--- config.mk ---
export PLATFORM = sky130hd
export DESIGN_NAME = fhc_flash_host
export DESIGN_NICKNAME = d
export VERILOG_FILES = /design/src/core/fhc_pkg.sv /design/src/core/fhc_flash_host.sv
export VERILOG_INCLUDE_DIRS = /design/src /design/src/core
export SDC_FILE = /design/constraint.sdc
export NUM_CORES = 1
export LEC_CHECK = 0
export BUFFER_PORTS_ARGS = -buffer_cell sky130_fd_sc_hd__buf_2
export CORE_MARGIN = 1.5
export CORE_UTILIZATION = 43
export DETAILED_ROUTE_END_ITERATION = 10
export PLACE_DENSITY = 0.8
export REMOVE_ABC_BUFFERS = 1
export SYNTH_ARGS = -nofsm -noshare
export SYNTH_HDL_FRONTEND = slang
export SYNTH_SLANG_ARGS = --single-unit
--- constraint.sdc ---
create_clock -name clock -period 3.75 [get_ports clock]
set_clock_uncertainty 0.2 [all_clocks]
set_input_delay 0.75 -clock clock [delete_from_list [all_inputs] [get_ports clock]]
set_output_delay 0.75 -clock clock [all_outputs]
set_load 0.05 [all_outputs]
--- src/core/fhc_map.svh ---
`ifndef FHC_MAP_SVH
`define FHC_MAP_SVH
`define FHC_CLK_MHZ          25
`define FHC_ADDR_ACCESS_NS   70
`define FHC_SELECT_ACCESS_NS 70
`define FHC_OE_ACCESS_NS     30
`define FHC_WRITE_PULSE_NS   35
`define FHC_INIT_PULSE_NS    500
`define FHC_INIT_RECOVERY_NS 50
`define FHC_SLEEP_EXTRA_NS   30
`define FHC_CYC_UP(ns)       ((((ns) * `FHC_CLK_MHZ) + 999) / 1000)
`define FHC_TOP_SECTOR_BASE  5'h1F
`define FHC_SECTOR_31        6'h1F
`define FHC_SECTOR_32        6'h20
`define FHC_SECTOR_33        6'h21
`define FHC_SECTOR_34        6'h22
`define FHC_CNT_W            16
`endif

--- src/core/fhc_pkg.sv ---
package fhc_pkg;
	typedef enum logic [2:0] {
		st_idle,
		st_read,
		st_write,
		st_write_hold,
		st_init_pulse,
		st_init_wait
	} fhc_state_type;

	typedef struct packed {
		logic        sel_n;
		logic        oe_n;
		logic        we_n;
		logic        init_n;
		logic        byte_n;
		logic [20:0] addr;
		logic [15:0] dq_out;
		logic        dq_oe_n;
	} fhc_pins_type;

	typedef struct packed {
		fhc_state_type   state;
		logic [15:0]     cnt;
		fhc_pins_type    pins;
		logic [15:0]     rdata;
		logic            rvalid;
		logic            done;
		logic            busy;
		logic [5:0]      sector;
		logic            restart_needed;
	} fhc_regs_type;
endpackage

--- src/core/fhc_flash_host.sv ---
`timescale 1ns/10ps
`include "fhc_map.svh"
module fhc_flash_host #(
	parameter int unsigned INIT_PULSE_CYC  = `FHC_CYC_UP(`FHC_INIT_PULSE_NS),
	parameter int unsigned READY_BUSY_CYC  = 16'd5000,
	parameter int unsigned SLEEP_CYC       =
		`FHC_CYC_UP(`FHC_ADDR_ACCESS_NS + `FHC_SLEEP_EXTRA_NS)
) (
	input  wire logic               clock,
	input  wire logic               rst_n,
	input  wire logic               clk_en,
	input  wire logic               req_valid,
	input  wire logic               req_write,
	input  wire logic               req_init,
	input  wire logic               req_byte_mode,
	input  wire logic [20:0]        req_addr,
	input  wire logic [15:0]        req_wdata,
	input  wire logic [15:0]        dq_in,
	input  wire logic               ready_busy_n,
	output fhc_pkg::fhc_pins_type   pins,
	output logic [15:0]             rdata,
	output logic                    rvalid,
	output logic                    done,
	output logic                    busy,
	output logic [5:0]              sector_index,
	output logic                    restart_needed
);
	localparam logic [15:0] READ_CYC  = 16'(`FHC_CYC_UP(`FHC_SELECT_ACCESS_NS));
	localparam logic [15:0] WRITE_CYC = 16'(`FHC_CYC_UP(`FHC_WRITE_PULSE_NS));
	localparam logic [15:0] RECOV_CYC = 16'(`FHC_CYC_UP(`FHC_INIT_RECOVERY_NS));
	localparam logic [15:0] PULSE_CYC = 16'(INIT_PULSE_CYC);
	localparam logic [15:0] RB_CYC    = 16'(READY_BUSY_CYC);

	fhc_pkg::fhc_regs_type r_reg;
	fhc_pkg::fhc_regs_type r_next;

	// counter step shared by every timed state
	function automatic logic [15:0] cnt_step(input logic [15:0] c);
		return c + 16'h0001;
	endfunction

	// true once the next count reaches the limit
	function automatic logic cnt_hit(input logic [15:0] c, input logic [15:0] lim);
		return cnt_step(c) >= lim;
	endfunction

	// top boot sector decode from word address bits 19..12
	function automatic logic [5:0] top_sector(input logic [19:0] wa);
		logic [5:0] s;
		s = {1'b0, wa[19:15]};
		if (wa[19:13] == 7'h7F)
			s = `FHC_SECTOR_34;
		else if (wa[19:14] == 6'h3F)
			s = wa[12] ? `FHC_SECTOR_33 : `FHC_SECTOR_32;
		else if (wa[19:15] == `FHC_TOP_SECTOR_BASE)
			s = `FHC_SECTOR_31;
		return s;
	endfunction

	always_comb
	begin
		r_next = r_reg;
		r_next.rvalid = 1'b0;
		r_next.done = 1'b0;
		unique case (r_reg.state)
			fhc_pkg::st_idle:
			begin
				r_next.busy = 1'b0;
				r_next.pins.sel_n = 1'b1;
				r_next.pins.oe_n = 1'b1;
				r_next.pins.we_n = 1'b1;
				r_next.pins.dq_oe_n = 1'b1;
				if (req_valid)
				begin
					r_next.busy = 1'b1;
					r_next.cnt = 16'h0000;
					// byte mode address lsb on addr bit 0
					r_next.pins.byte_n = ~req_byte_mode;
					r_next.pins.addr = req_addr;
					r_next.sector = top_sector(req_byte_mode ? req_addr[20:1] : req_addr[19:0]);
					if (req_init)
					begin
						r_next.pins.init_n = 1'b0;
						r_next.state = fhc_pkg::st_init_pulse;
					end
					else if (req_write)
					begin
						r_next.pins.sel_n = 1'b0;
						r_next.pins.we_n = 1'b0;
						// upper lane idle in byte mode
						if (req_byte_mode)
						begin
							r_next.pins.dq_out = {8'h00, req_wdata[7:0]};
						end
						else
						begin
							r_next.pins.dq_out = req_wdata;
						end
						r_next.pins.dq_oe_n = 1'b0;
						r_next.state = fhc_pkg::st_write;
					end
					else
					begin
						r_next.pins.sel_n = 1'b0;
						r_next.pins.oe_n = 1'b0;
						r_next.state = fhc_pkg::st_read;
					end
				end
			end
			fhc_pkg::st_read:
			begin
				r_next.cnt = cnt_step(r_reg.cnt);
				if (cnt_hit(r_reg.cnt, READ_CYC))
				begin
					// status or array on low lane
					if (r_reg.pins.byte_n)
					begin
						r_next.rdata = dq_in;
					end
					else
					begin
						r_next.rdata = {8'h00, dq_in[7:0]};
					end
					r_next.rvalid = 1'b1;
					r_next.done = 1'b1;
					r_next.state = fhc_pkg::st_idle;
					r_next.pins.oe_n = 1'b1;
					r_next.pins.sel_n = 1'b1;
				end
			end
			fhc_pkg::st_write:
			begin
				r_next.cnt = cnt_step(r_reg.cnt);
				if (cnt_hit(r_reg.cnt, WRITE_CYC))
				begin
					r_next.pins.we_n = 1'b1;
					r_next.state = fhc_pkg::st_write_hold;
				end
			end
			fhc_pkg::st_write_hold:
			begin
				r_next.pins.sel_n = 1'b1;
				r_next.pins.dq_oe_n = 1'b1;
				r_next.restart_needed = 1'b0;
				r_next.done = 1'b1;
				r_next.state = fhc_pkg::st_idle;
			end
			fhc_pkg::st_init_pulse:
			begin
				r_next.cnt = cnt_step(r_reg.cnt);
				r_next.pins.sel_n = 1'b1;
				r_next.pins.oe_n = 1'b1;
				r_next.pins.we_n = 1'b1;
				r_next.pins.dq_oe_n = 1'b1;
				if (!ready_busy_n)
					r_next.restart_needed = 1'b1;
				if (cnt_hit(r_reg.cnt, PULSE_CYC))
				begin
					r_next.pins.init_n = 1'b1;
					r_next.cnt = 16'h0000;
					r_next.state = fhc_pkg::st_init_wait;
				end
			end
			fhc_pkg::st_init_wait:
			begin
				r_next.cnt = cnt_step(r_reg.cnt);
				if (cnt_hit(r_reg.cnt, RB_CYC))
				begin
					r_next.done = 1'b1;
					r_next.state = fhc_pkg::st_idle;
				end
				else if (ready_busy_n && cnt_hit(r_reg.cnt, RECOV_CYC))
				begin
					r_next.done = 1'b1;
					r_next.state = fhc_pkg::st_idle;
				end
			end
			default:
				r_next.state = fhc_pkg::st_idle;
		endcase
	end

	always_ff @(posedge clock)
	begin
		if (!rst_n)
		begin
			r_reg <= '0;
			r_reg.state <= fhc_pkg::st_idle;
			r_reg.pins.sel_n <= 1'b1;
			r_reg.pins.oe_n <= 1'b1;
			r_reg.pins.we_n <= 1'b1;
			r_reg.pins.init_n <= 1'b1;
			r_reg.pins.byte_n <= 1'b1;
			r_reg.pins.dq_oe_n <= 1'b1;
		end
		else if (clk_en)
			r_reg <= r_next;
	end

	assign pins = r_reg.pins;
	assign rdata = r_reg.rdata;
	assign rvalid = r_reg.rvalid;
	assign done = r_reg.done;
	assign busy = r_reg.busy;
	assign sector_index = r_reg.sector;
	assign restart_needed = r_reg.restart_needed;
endmodule

==> flow_summary.json, run 1 <==
{
  "outcome": "completed",
  "placed_cell_area_mm2": 0.004995,
  "synth-simple-area-share": 0.2292,
  "synthFlopType": "dfxtp_1",
  "synth_top_area_frac": 0.3697,
  "power.share.clock": 0.355,
  "antenna_found_initial": 0,
  "startpoint": "r_reg[70]",
  "yosys-top-cells-count": "nand2_1 (89), dfxtp_1 (88), a21oi_1 (67), buf_4 (67), nor2_1 (38)",
  "drc": 0,
  "synth_xor_area_frac": 0.009189,
  "clk_pin_slew_worst_paths_ns": 0.10,
  "period_share": 0.9056,
  "cp-start-kind": "flip-flop",
  "synth_most_common_cell": "nand2_1",
  "path_class": "reg2reg",
  "cts_made_buffers": 9,
  "syn_inst": 599,
  "p_sw_frac": 0.3015,
  "cp.required_ns": 3.84,
  "p_int_mw": 1.497,
  "r2r_start": "r_reg[70]",
  "cts_num_sinks": 88,
  "min_path_type": "reg2reg",
  "post_cts_resized": 0,
  "core-area_mm2": 0.01084,
  "fp-row-count": 38,
  "period_minus_slack_ns": 3.396,
  "rsz0062_at_grt": "false",
  "final_area_mm2": 0.005226,
  "die_height_um": 108.3,
  "ys_top_cells_by_area": "dfxtp_1 (37%), buf_4 (11%), a21oi_1 (7.0%), nand2_1 (7.0%), mux2i_1 (3.6%)",
  "p_comb_frac": 0.182,
  "cp-end-kind": "flip-flop",
  "synth-seq-cells": 88,
  "drt_wl_total_mm": 11.27,
  "async_reset_ff_frac": 0,
  "wl_per_cell_um": 14.22,
  "maxCapViolations": 0,
  "setup_tns_ns": 0,
  "grt_usage": 0.1887,
  "relSlewSlack": 0.5387,
  "grt_pass1_wl_mm": 17.54,
  "clockRootBuffer": "clkbuf_8",
  "die_area_mm2": 0.01172,
  "seq_area_frac_synth": 0.3697,
  "power.switching_mw": 0.6464,
  "area_growth_pct": 9.661,
  "worstPathMaxFanout": 15,
  "drtPass1Iterations": 5,
  "arrival_ns": 3.48,
  "grt_max_degree": 39,
  "yosys.area.top_type": "dfxtp_1",
  "overflow": 0,
  "setup_viol": 0,
  "p_per_area_mw_per_mm2": 410.2,
  "drt-vias-per-instance": 5.368,
  "tightestPinTransition_ns": 0.6894,
  "htreeDepth": 3,
  "cts_setup_buffers": 0,
  "largest_reg_flops": 43,
  "nNetsFinal": 711,
  "synth_top_family_by_area": "simple AND/OR/NAND/NOR gates",
  "die_w_um": 108.3,
  "min-delay-start": "pins[17]",
  "power_leakage_nw": 2.163,
  "drive_gt1_frac": 0.2634,
  "portBuffers": 129,
  "cts_tree": "done",
  "timing.fmax_ghz": 0.2944,
  "ctsHoldBuffers": 0,
  "start_util": 0.4396,
  "syn_area_per_cell_um2": 7.956,
  "synth_cell_type_count": 59,
  "syn_area_mm2": 0.004766,
  "synth_compound_area_frac": 0.1922,
  "vias": 4257,
  "seqPwrFrac": 0.463,
  "grt_pass1_vias": 3587,
  "clk_latency_ns": 0.36,
  "yosysWarnings": 0,
  "io_pins": 130,
  "synthAdderAreaFrac": 0.005251,
  "slew_violations": 0,
  "drt-initial-drc-count": 352,
  "diodes": 0,
  "synth_edf_count": 0,
  "final_hold_viol_count": 0,
  "place_hpwl_mm": 7.888,
  "final_antenna_net_count": 0,
  "place_congestion": 0.9719,
  "clockBufferDepth": 2,
  "ir_drop_mv": 0.2325,
  "synth_mux_area_frac": 0.03807
}
[critical path: stages (launching register included)]
cell,delay (ns)
dfxtp_1,0.52
ha_1,0.47
nand2_1,0.21
nor4_4,0.34
xnor2_1,0.19
and4bb_1,0.48
a31o_4,0.33
or4b_1,0.44
mux2i_1,0.13
[per-layer routing]
metal / track usage / vias up / share of wire
met5: 0 / - / 0
met2: 0.2862 / 186 / 0.45
li1: - / 2107 / -
met3: 0.03737 / 17 / 0.075
met4: 0.08929 / 0 / 0.019
met1: 0.2564 / 1947 / 0.46
[power by group through the flow]
stage,clock network [mW],logic [mW],registers (mW)
after detailed placement,0,0.390,1.01
after CTS,0.784,0.390,0.993
final,0.760,0.391,0.993
after floorplan,0,0.149,1.12
after global placement,0,0.388,1.01
after global routing,0.824,0.423,0.999
[layout by cell type (no fill, tap or decap), types with 7 or more instances in the layout]
cell type / synthesis / routed
nand2_1: 89 / 89
dfxtp_1: 88 / 88
o21ai_0: 18 / 18
a31oi_1: 17 / 17
buf_2: 5 / 129
nand3_1: 26 / 26
nor3_1: 7 / 7
mux2i_1: 17 / 17
inv_1: 20 / 20
a21oi_1: 67 / 67
o211ai_1: 8 / 8
buf_4: 67 / 10
clkbuf_8: 0 / 11
nor3b_1: 10 / 10
nor2_1: 38 / 38
nand2b_1: 9 / 9
nand4_1: 10 / 10
[stage by stage]
stage                     power, mW    util  hold slack [ns]  setup slack (ns)  cells
after floorplan               1.269       -           0.2578            0.7166    498
after global placement        1.401  0.4608           0.2395            0.5175    777
after detailed placement      1.404  0.4608           0.2430            0.3993    777
after CTS                     2.167  0.4821           0.2551            0.3772    793
after global routing          2.246  0.4821           0.2701            0.1283    793
final                         2.144  0.4821           0.2513            0.3538    793
[kinds of logic after synthesis]
group	count (synthesis)
buffers and inverters	122
AOI/OAI and AO/OA	144
muxes	18
DFF	88
adders and majority gates	2
xor gates and xnor gates	5
and+or+nand+nor	220
[worst paths after layout]
path	end	slack, ns	cells past startpoint
hold / removal	pins[17]	0.25	2
hold reg to reg	pins[17]	0.25	2
setup / recovery	r_reg[80]	0.35	8
setup reg to reg	r_reg[80]	0.35	8
[cell type report]
| type | count | area, µm² |
|---|---|---|
| fillers | 1063 | 5614 |
| multi-input cells | 389 | 2258 |
| flip-flops and latches | 88 | 1762 |
| repair buffers | 139 | 720.7 |
| well taps | 140 | 175.2 |
| clock buffers | 12 | 155.1 |
| inverters | 21 | 78.83 |
| clock inverters | 4 | 76.32 |
Note: power is estimated with default switching activity, not from simulation.
==> inputs of run 2 (changes only) <==
--- a/config.mk
+++ b/config.mk
@@ -8,9 +8,9 @@
 export LEC_CHECK = 0
 export BUFFER_PORTS_ARGS = -buffer_cell sky130_fd_sc_hd__buf_2
 export CORE_MARGIN = 1.5
-export CORE_UTILIZATION = 43
+export CORE_UTILIZATION = 30
 export DETAILED_ROUTE_END_ITERATION = 10
-export PLACE_DENSITY = 0.8
+export PLACE_DENSITY = 0.63
 export REMOVE_ABC_BUFFERS = 1
 export SYNTH_ARGS = -nofsm -noshare
 export SYNTH_HDL_FRONTEND = slang
==> run 2 against run 1 <==
  * Setup slack better by 0.0066 ns
  * Non-clock buffer count stayed put
  * Largest power group unchanged
  * Fmax is 0.19% higher
  * Combinational power hardly changed
  * Die area is 42% higher
  * Power is 4.8% higher
  * Clock-buffer cell count is 3 lower
  * Sequential power hardly changed
  * Final cell count is 9.0% higher
  * Clock power is 13% higher
  * First-iteration DRC count is 14% lower
==> flow_summary.json, run 2 (synthesis gave the netlist of run 1 again) <==
{
  "hold_end": "pins[22]",
  "place_congestion": 0.8581,
  "final_hold_viol_count": 0,
  "worstPathMaxFanout": 14,
  "whs_path_depth": 2,
  "slowest_delay_ns": 0.51,
  "power_leakage_nw": 2.189,
  "fin_ws_ns": 0.3604,
  "ctsHoldBuffers": 0,
  "final_antenna_net_count": 0,
  "start_util": 0.3101,
  "cts_tree": "done",
  "cts_setup_buffers": 0,
  "grt_pass1_wl_mm": 18.98,
  "place_hpwl_mm": 8.341,
  "rrSetupSlack_ns": 0.36,
  "setup_viol": 0,
  "antenna_found_initial": 0,
  "diodes": 0,
  "drtPass1Iterations": 5,
  "reg2reg_to": "r_reg[80]",
  "core-area_mm2": 0.01537,
  "grt_usage": 0.1439,
  "drt-initial-drc-count": 302,
  "drt-vias-per-instance": 4.792,
  "cts_num_sinks": 88,
  "wl_per_cell_um": 13.75,
  "grt_pass1_vias": 3733,
  "die_area_mm2": 0.01665,
  "outcome": "completed",
  "period_minus_slack_ns": 3.390,
  "die_height_um": 129.0,
  "cp-start-kind": "flip-flop",
  "clk_latency_ns": 0.35,
  "drt_wl_total_mm": 11.88,
  "post_cts_resized": 0,
  "period_share": 0.9039,
  "path_cells": "ha_1, nand2_1, nor4_4, xnor2_1, and4bb_1, a31o_4, or4b_1, mux2i_1",
  "area_growth_pct": 12.55,
  "arrival_ns": 3.46,
  "htreeDepth": 3,
  "largest_reg_flops": 43,
  "min_path_type": "reg2reg",
  "rsz0062_at_grt": "false",
  "critical-path-top-delay-family": "simple AND/OR/NAND/NOR gates",
  "slew_violations": 0,
  "mostFrequentLayoutCell": "buf_2",
  "cp-end-kind": "flip-flop",
  "drc": 0,
  "portBuffers": 129,
  "crit_buf_inv": 0,
  "slowest_stage": "dfxtp_1",
  "fin_total_pwr_mw": 2.246,
  "layout_common_cells": "buf_2 (129), nand2_1 (89), dfxtp_1 (88)",
  "tightestPinTransition_ns": 0.6627,
  "drive_gt1_frac": 0.2649,
  "nNetsFinal": 711,
  "fp-row-count": 45,
  "place_inst": 848,
  "holdWs_ns": 0.2522,
  "cp.required_ns": 3.82,
  "ir_drop_mv": 0.2336,
  "dp_slack_ns": 0.4055,
  "maxCapViolations": 0,
  "min-delay-start": "pins[22]",
  "relSlewSlack": 0.5576,
  "timing.fmax_ghz": 0.2950,
  "die_w_um": 129.0,
  "overflow": 0,
  "path_class": "reg2reg",
  "clockBufferDepth": 2,
  "io_pins": 130,
  "r2r_cells": 8,
  "p_per_area_mw_per_mm2": 418.8,
  "vias": 4140,
  "fin_cells": 864,
  "cts_made_buffers": 9,
  "setup_tns_ns": 0,
  "clockRootBuffer": "clkbuf_16",
  "r2r_start": "r_reg[70]",
  "grt_max_degree": 30,
  "clk_pin_slew_worst_paths_ns": 0.07
}
run 2: through the flow:
stage | area [µm²] | util
6_report | 5364 | 0.3490
5_1_grt | 5364 | 0.3490
4_1_cts | 5364 | 0.3490
3_5_place_dp | 5084 | 0.3307
3_3_place_gp | 5084 | 0.3307
2_1_floorplan | 4099 | -
run 2: cell type report:
| cell class | count | area, µm² |
|---|---|---|
| clock inverter | 7 | 55.05 |
| tap | 211 | 264.0 |
| fill | 1605 | 10010 |
| multi-input combinational | 389 | 2258 |
| clock buffer | 9 | 225.2 |
| sequential | 88 | 1762 |
| inverter | 21 | 78.83 |
| timing repair buffer | 139 | 720.7 |
run 2: worst max path at each step:
| stage | start | endpoint | slack, ns | cells after the start |
|---|---|---|---|---|
| 2_1_floorplan | r_reg[70] | r_reg[80] | 0.72 | 8 |
| 3_3_place_gp | r_reg[70] | r_reg[80] | 0.51 | 8 |
| 3_5_place_dp | r_reg[70] | r_reg[80] | 0.41 | 8 |
| 4_1_cts | r_reg[70] | r_reg[80] | 0.41 | 8 |
| 5_1_grt | r_reg[70] | r_reg[80] | 0.15 | 8 |
| 6_report | r_reg[70] | r_reg[80] | 0.36 | 8 |
run 2: layer usage:
layer  global-route usage  vias to the layer above  wire (µm)
met5                    0                        -          0
met4              0.05420                        0        121
met3              0.03922                        7        848
met2               0.2293                      154       5384
met1               0.1863                     1869       5522
li1                     -                     2110          -
run 2: report_power, final:
| part | leakage, nW | total, mW | switching (mW) | internal, mW |
|---|---|---|---|---|
| Combinational | 1.34 | 0.388 | 0.271 | 0.117 |
| Sequential | 0.714 | 1.00 | 0.0317 | 0.968 |
| Clock | 0.138 | 0.859 | 0.403 | 0.456 |
| Total | 2.19 | 2.25 | 0.705 | 1.54 |
run 2: worst register-to-register path: cells and delay by family (launching register included):
| kind | cells | cell delay (ns) |
|---|---|---|
| xor+xnor | 1 | 0.20 |
| flops | 1 | 0.51 |
| simple gates | 4 | 1.49 |
| mux | 1 | 0.13 |
| compound gates | 1 | 0.32 |
| fa+ha+maj | 1 | 0.49 |
==> inputs of run 3 (changes only) <==
==> constraint.sdc (replaced) <==
create_clock -name clock -period 3.5 [get_ports clock]
set_clock_uncertainty 0.2 [all_clocks]
set_input_delay 0.7 -clock clock [delete_from_list [all_inputs] [get_ports clock]]
set_output_delay 0.7 -clock clock [all_outputs]
set_load 0.05 [all_outputs]
==> run 3 against run 2 <==
  * Cell area increased by 0.61%
  * Global-route usage shrank 0.15 points
  * Combinational power up 11%
  * Worst hold slack worse by 0.0012 ns
  * Critical endpoint is now r_reg[87]
  * Largest power group unchanged
==> flow_summary.json, run 3 (synthesis gave the netlist of run 1 again) <==
{
  "wl_per_cell_um": 13.79,
  "maxCapViolations": 0,
  "worstPathMaxFanout": 13,
  "p_comb_frac": 0.177,
  "cts_tree": "done",
  "htreeDepth": 3,
  "drc": 0,
  "layout_common_cells": "buf_2 (129), nand2_1 (89), dfxtp_1 (88)",
  "nNetsFinal": 715,
  "cts_made_buffers": 9,
  "p_per_area_mw_per_mm2": 448.5,
  "drive_gt1_frac": 0.2687,
  "arrival_ns": 3.30,
  "power.switching_mw": 0.7097,
  "area_growth_pct": 13.23,
  "die_area_mm2": 0.01665,
  "die_w_um": 129.0,
  "mostFrequentLayoutCell": "buf_2",
  "clk_latency_ns": 0.35,
  "drt-vias-per-instance": 4.788,
  "relSlewSlack": 0.5070,
  "power.share.clock": 0.383,
  "overflow": 0,
  "period_minus_slack_ns": 3.209,
  "p_sw_frac": 0.2932,
  "rsz0062_at_grt": "false",
  "grt_pass1_wl_mm": 18.58,
  "clockBufferDepth": 2,
  "place_hpwl_mm": 8.490,
  "period_share": 0.9168,
  "fin_total_pwr_mw": 2.420,
  "place_congestion": 0.8304,
  "cts_num_sinks": 88,
  "antenna_found_initial": 0,
  "cts_setup_buffers": 0,
  "grt_usage": 0.1425,
  "grt_max_degree": 28,
  "clockRootBuffer": "clkbuf_16",
  "clk_pin_slew_worst_paths_ns": 0.06,
  "grt_pass1_vias": 3704,
  "outcome": "completed",
  "min_path_type": "reg2reg",
  "tightestPinTransition_ns": 0.7368,
  "setup_viol": 0,
  "start_util": 0.3101,
  "core-area_mm2": 0.01537,
  "drt_wl_total_mm": 11.95,
  "cp-end-kind": "flip-flop",
  "p_int_mw": 1.711,
  "drt-initial-drc-count": 259,
  "ctsHoldBuffers": 0,
  "power_leakage_nw": 2.198,
  "die_height_um": 129.0,
  "cp-start-kind": "flip-flop",
  "final_antenna_net_count": 0,
  "drtPass1Iterations": 5,
  "final_hold_viol_count": 0,
  "setup_tns_ns": 0,
  "fp-row-count": 45,
  "post_cts_resized": 0,
  "portBuffers": 129,
  "path_class": "reg2reg",
  "seqPwrFrac": 0.440,
  "vias": 4151,
  "ir_drop_mv": 0.2669,
  "io_pins": 130,
  "cp.required_ns": 3.59,
  "slew_violations": 0,
  "timing.fmax_ghz": 0.3116,
  "final_util": 0.3511,
  "largest_reg_flops": 43
}
-- run 3: changes by cell type in the layout (fill, tap and decap cells not counted) --
| cell | previous run | this run |
|---|---|---|
| a21oi_2 | 1 | 2 |
| and4bb_2 | 0 | 1 |
| inv_6 | 1 | 0 |
| ha_1 | 2 | 1 |
| bufinv_16 | 0 | 1 |
| inv_8 | 1 | 0 |
| and4bb_1 | 1 | 0 |
| diode_2 | 0 | 1 |
| clkbuf_1 | 0 | 1 |
| clkinv_4 | 2 | 0 |
| buf_4 | 10 | 13 |
| ha_2 | 0 | 1 |
-- run 3: critical path, stage by stage (launching register included) --
cell and delay (ns):
dfxtp_1 0.50, ha_2 0.41, nand2_1 0.17, nor4_4 0.33, o211ai_2 0.17, a2111oi_4 0.61, a21oi_1 0.19, o31ai_2 0.35
o221a_1 0.22
-- run 3: power by group through the flow --
stage | Combinational, mW | Sequential (mW) | Clock (mW)
after global placement | 0.429 | 1.09 | 0
after detailed placement | 0.428 | 1.09 | 0
after CTS | 0.429 | 1.06 | 0.960
final | 0.429 | 1.06 | 0.927
after floorplan | 0.160 | 1.20 | 0
after global routing | 0.466 | 1.07 | 1.00
-- run 3: worst paths after layout --
path,end,startpoint,cells past startpoint,slack (ns)
min,pins[19],pins[19],2,0.25
min reg2reg,pins[19],pins[19],2,0.25
max,r_reg[87],r_reg[70],8,0.29
max reg2reg,r_reg[87],r_reg[70],8,0.29
-- run 3: layout make-up --
type	count	area (µm²)
Timing Repair Buffer	142	743.2
Clock buffer	10	229.0
Antenna cell	1	2.502
Tap cell	211	264.0
Clock inverter	4	47.55
Sequential cell	88	1762
Fill cell	1606	9975
Inverter	21	78.83
Multi-Input combinational cell	390	2270
-- run 3: metrics by stage --
stage | instances | hold WS (ns) | area [µm²] | setup slack (ns)
floorplan | 498 | 0.2578 | 4099 | 0.4666
global placement | 851 | 0.2393 | 5106 | 0.3182
detailed placement | 851 | 0.2437 | 5106 | 0.2081
CTS | 865 | 0.2523 | 5383 | 0.1929
global route | 866 | 0.2716 | 5394 | 0.1470
finish | 867 | 0.2510 | 5396 | 0.2911
-- run 3: per-layer routing --
layer  share of wire  global-route usage
met1            0.47              0.1824
met2            0.44              0.2218
met3           0.071             0.04789
met4           0.015             0.05552
met5               0                   0
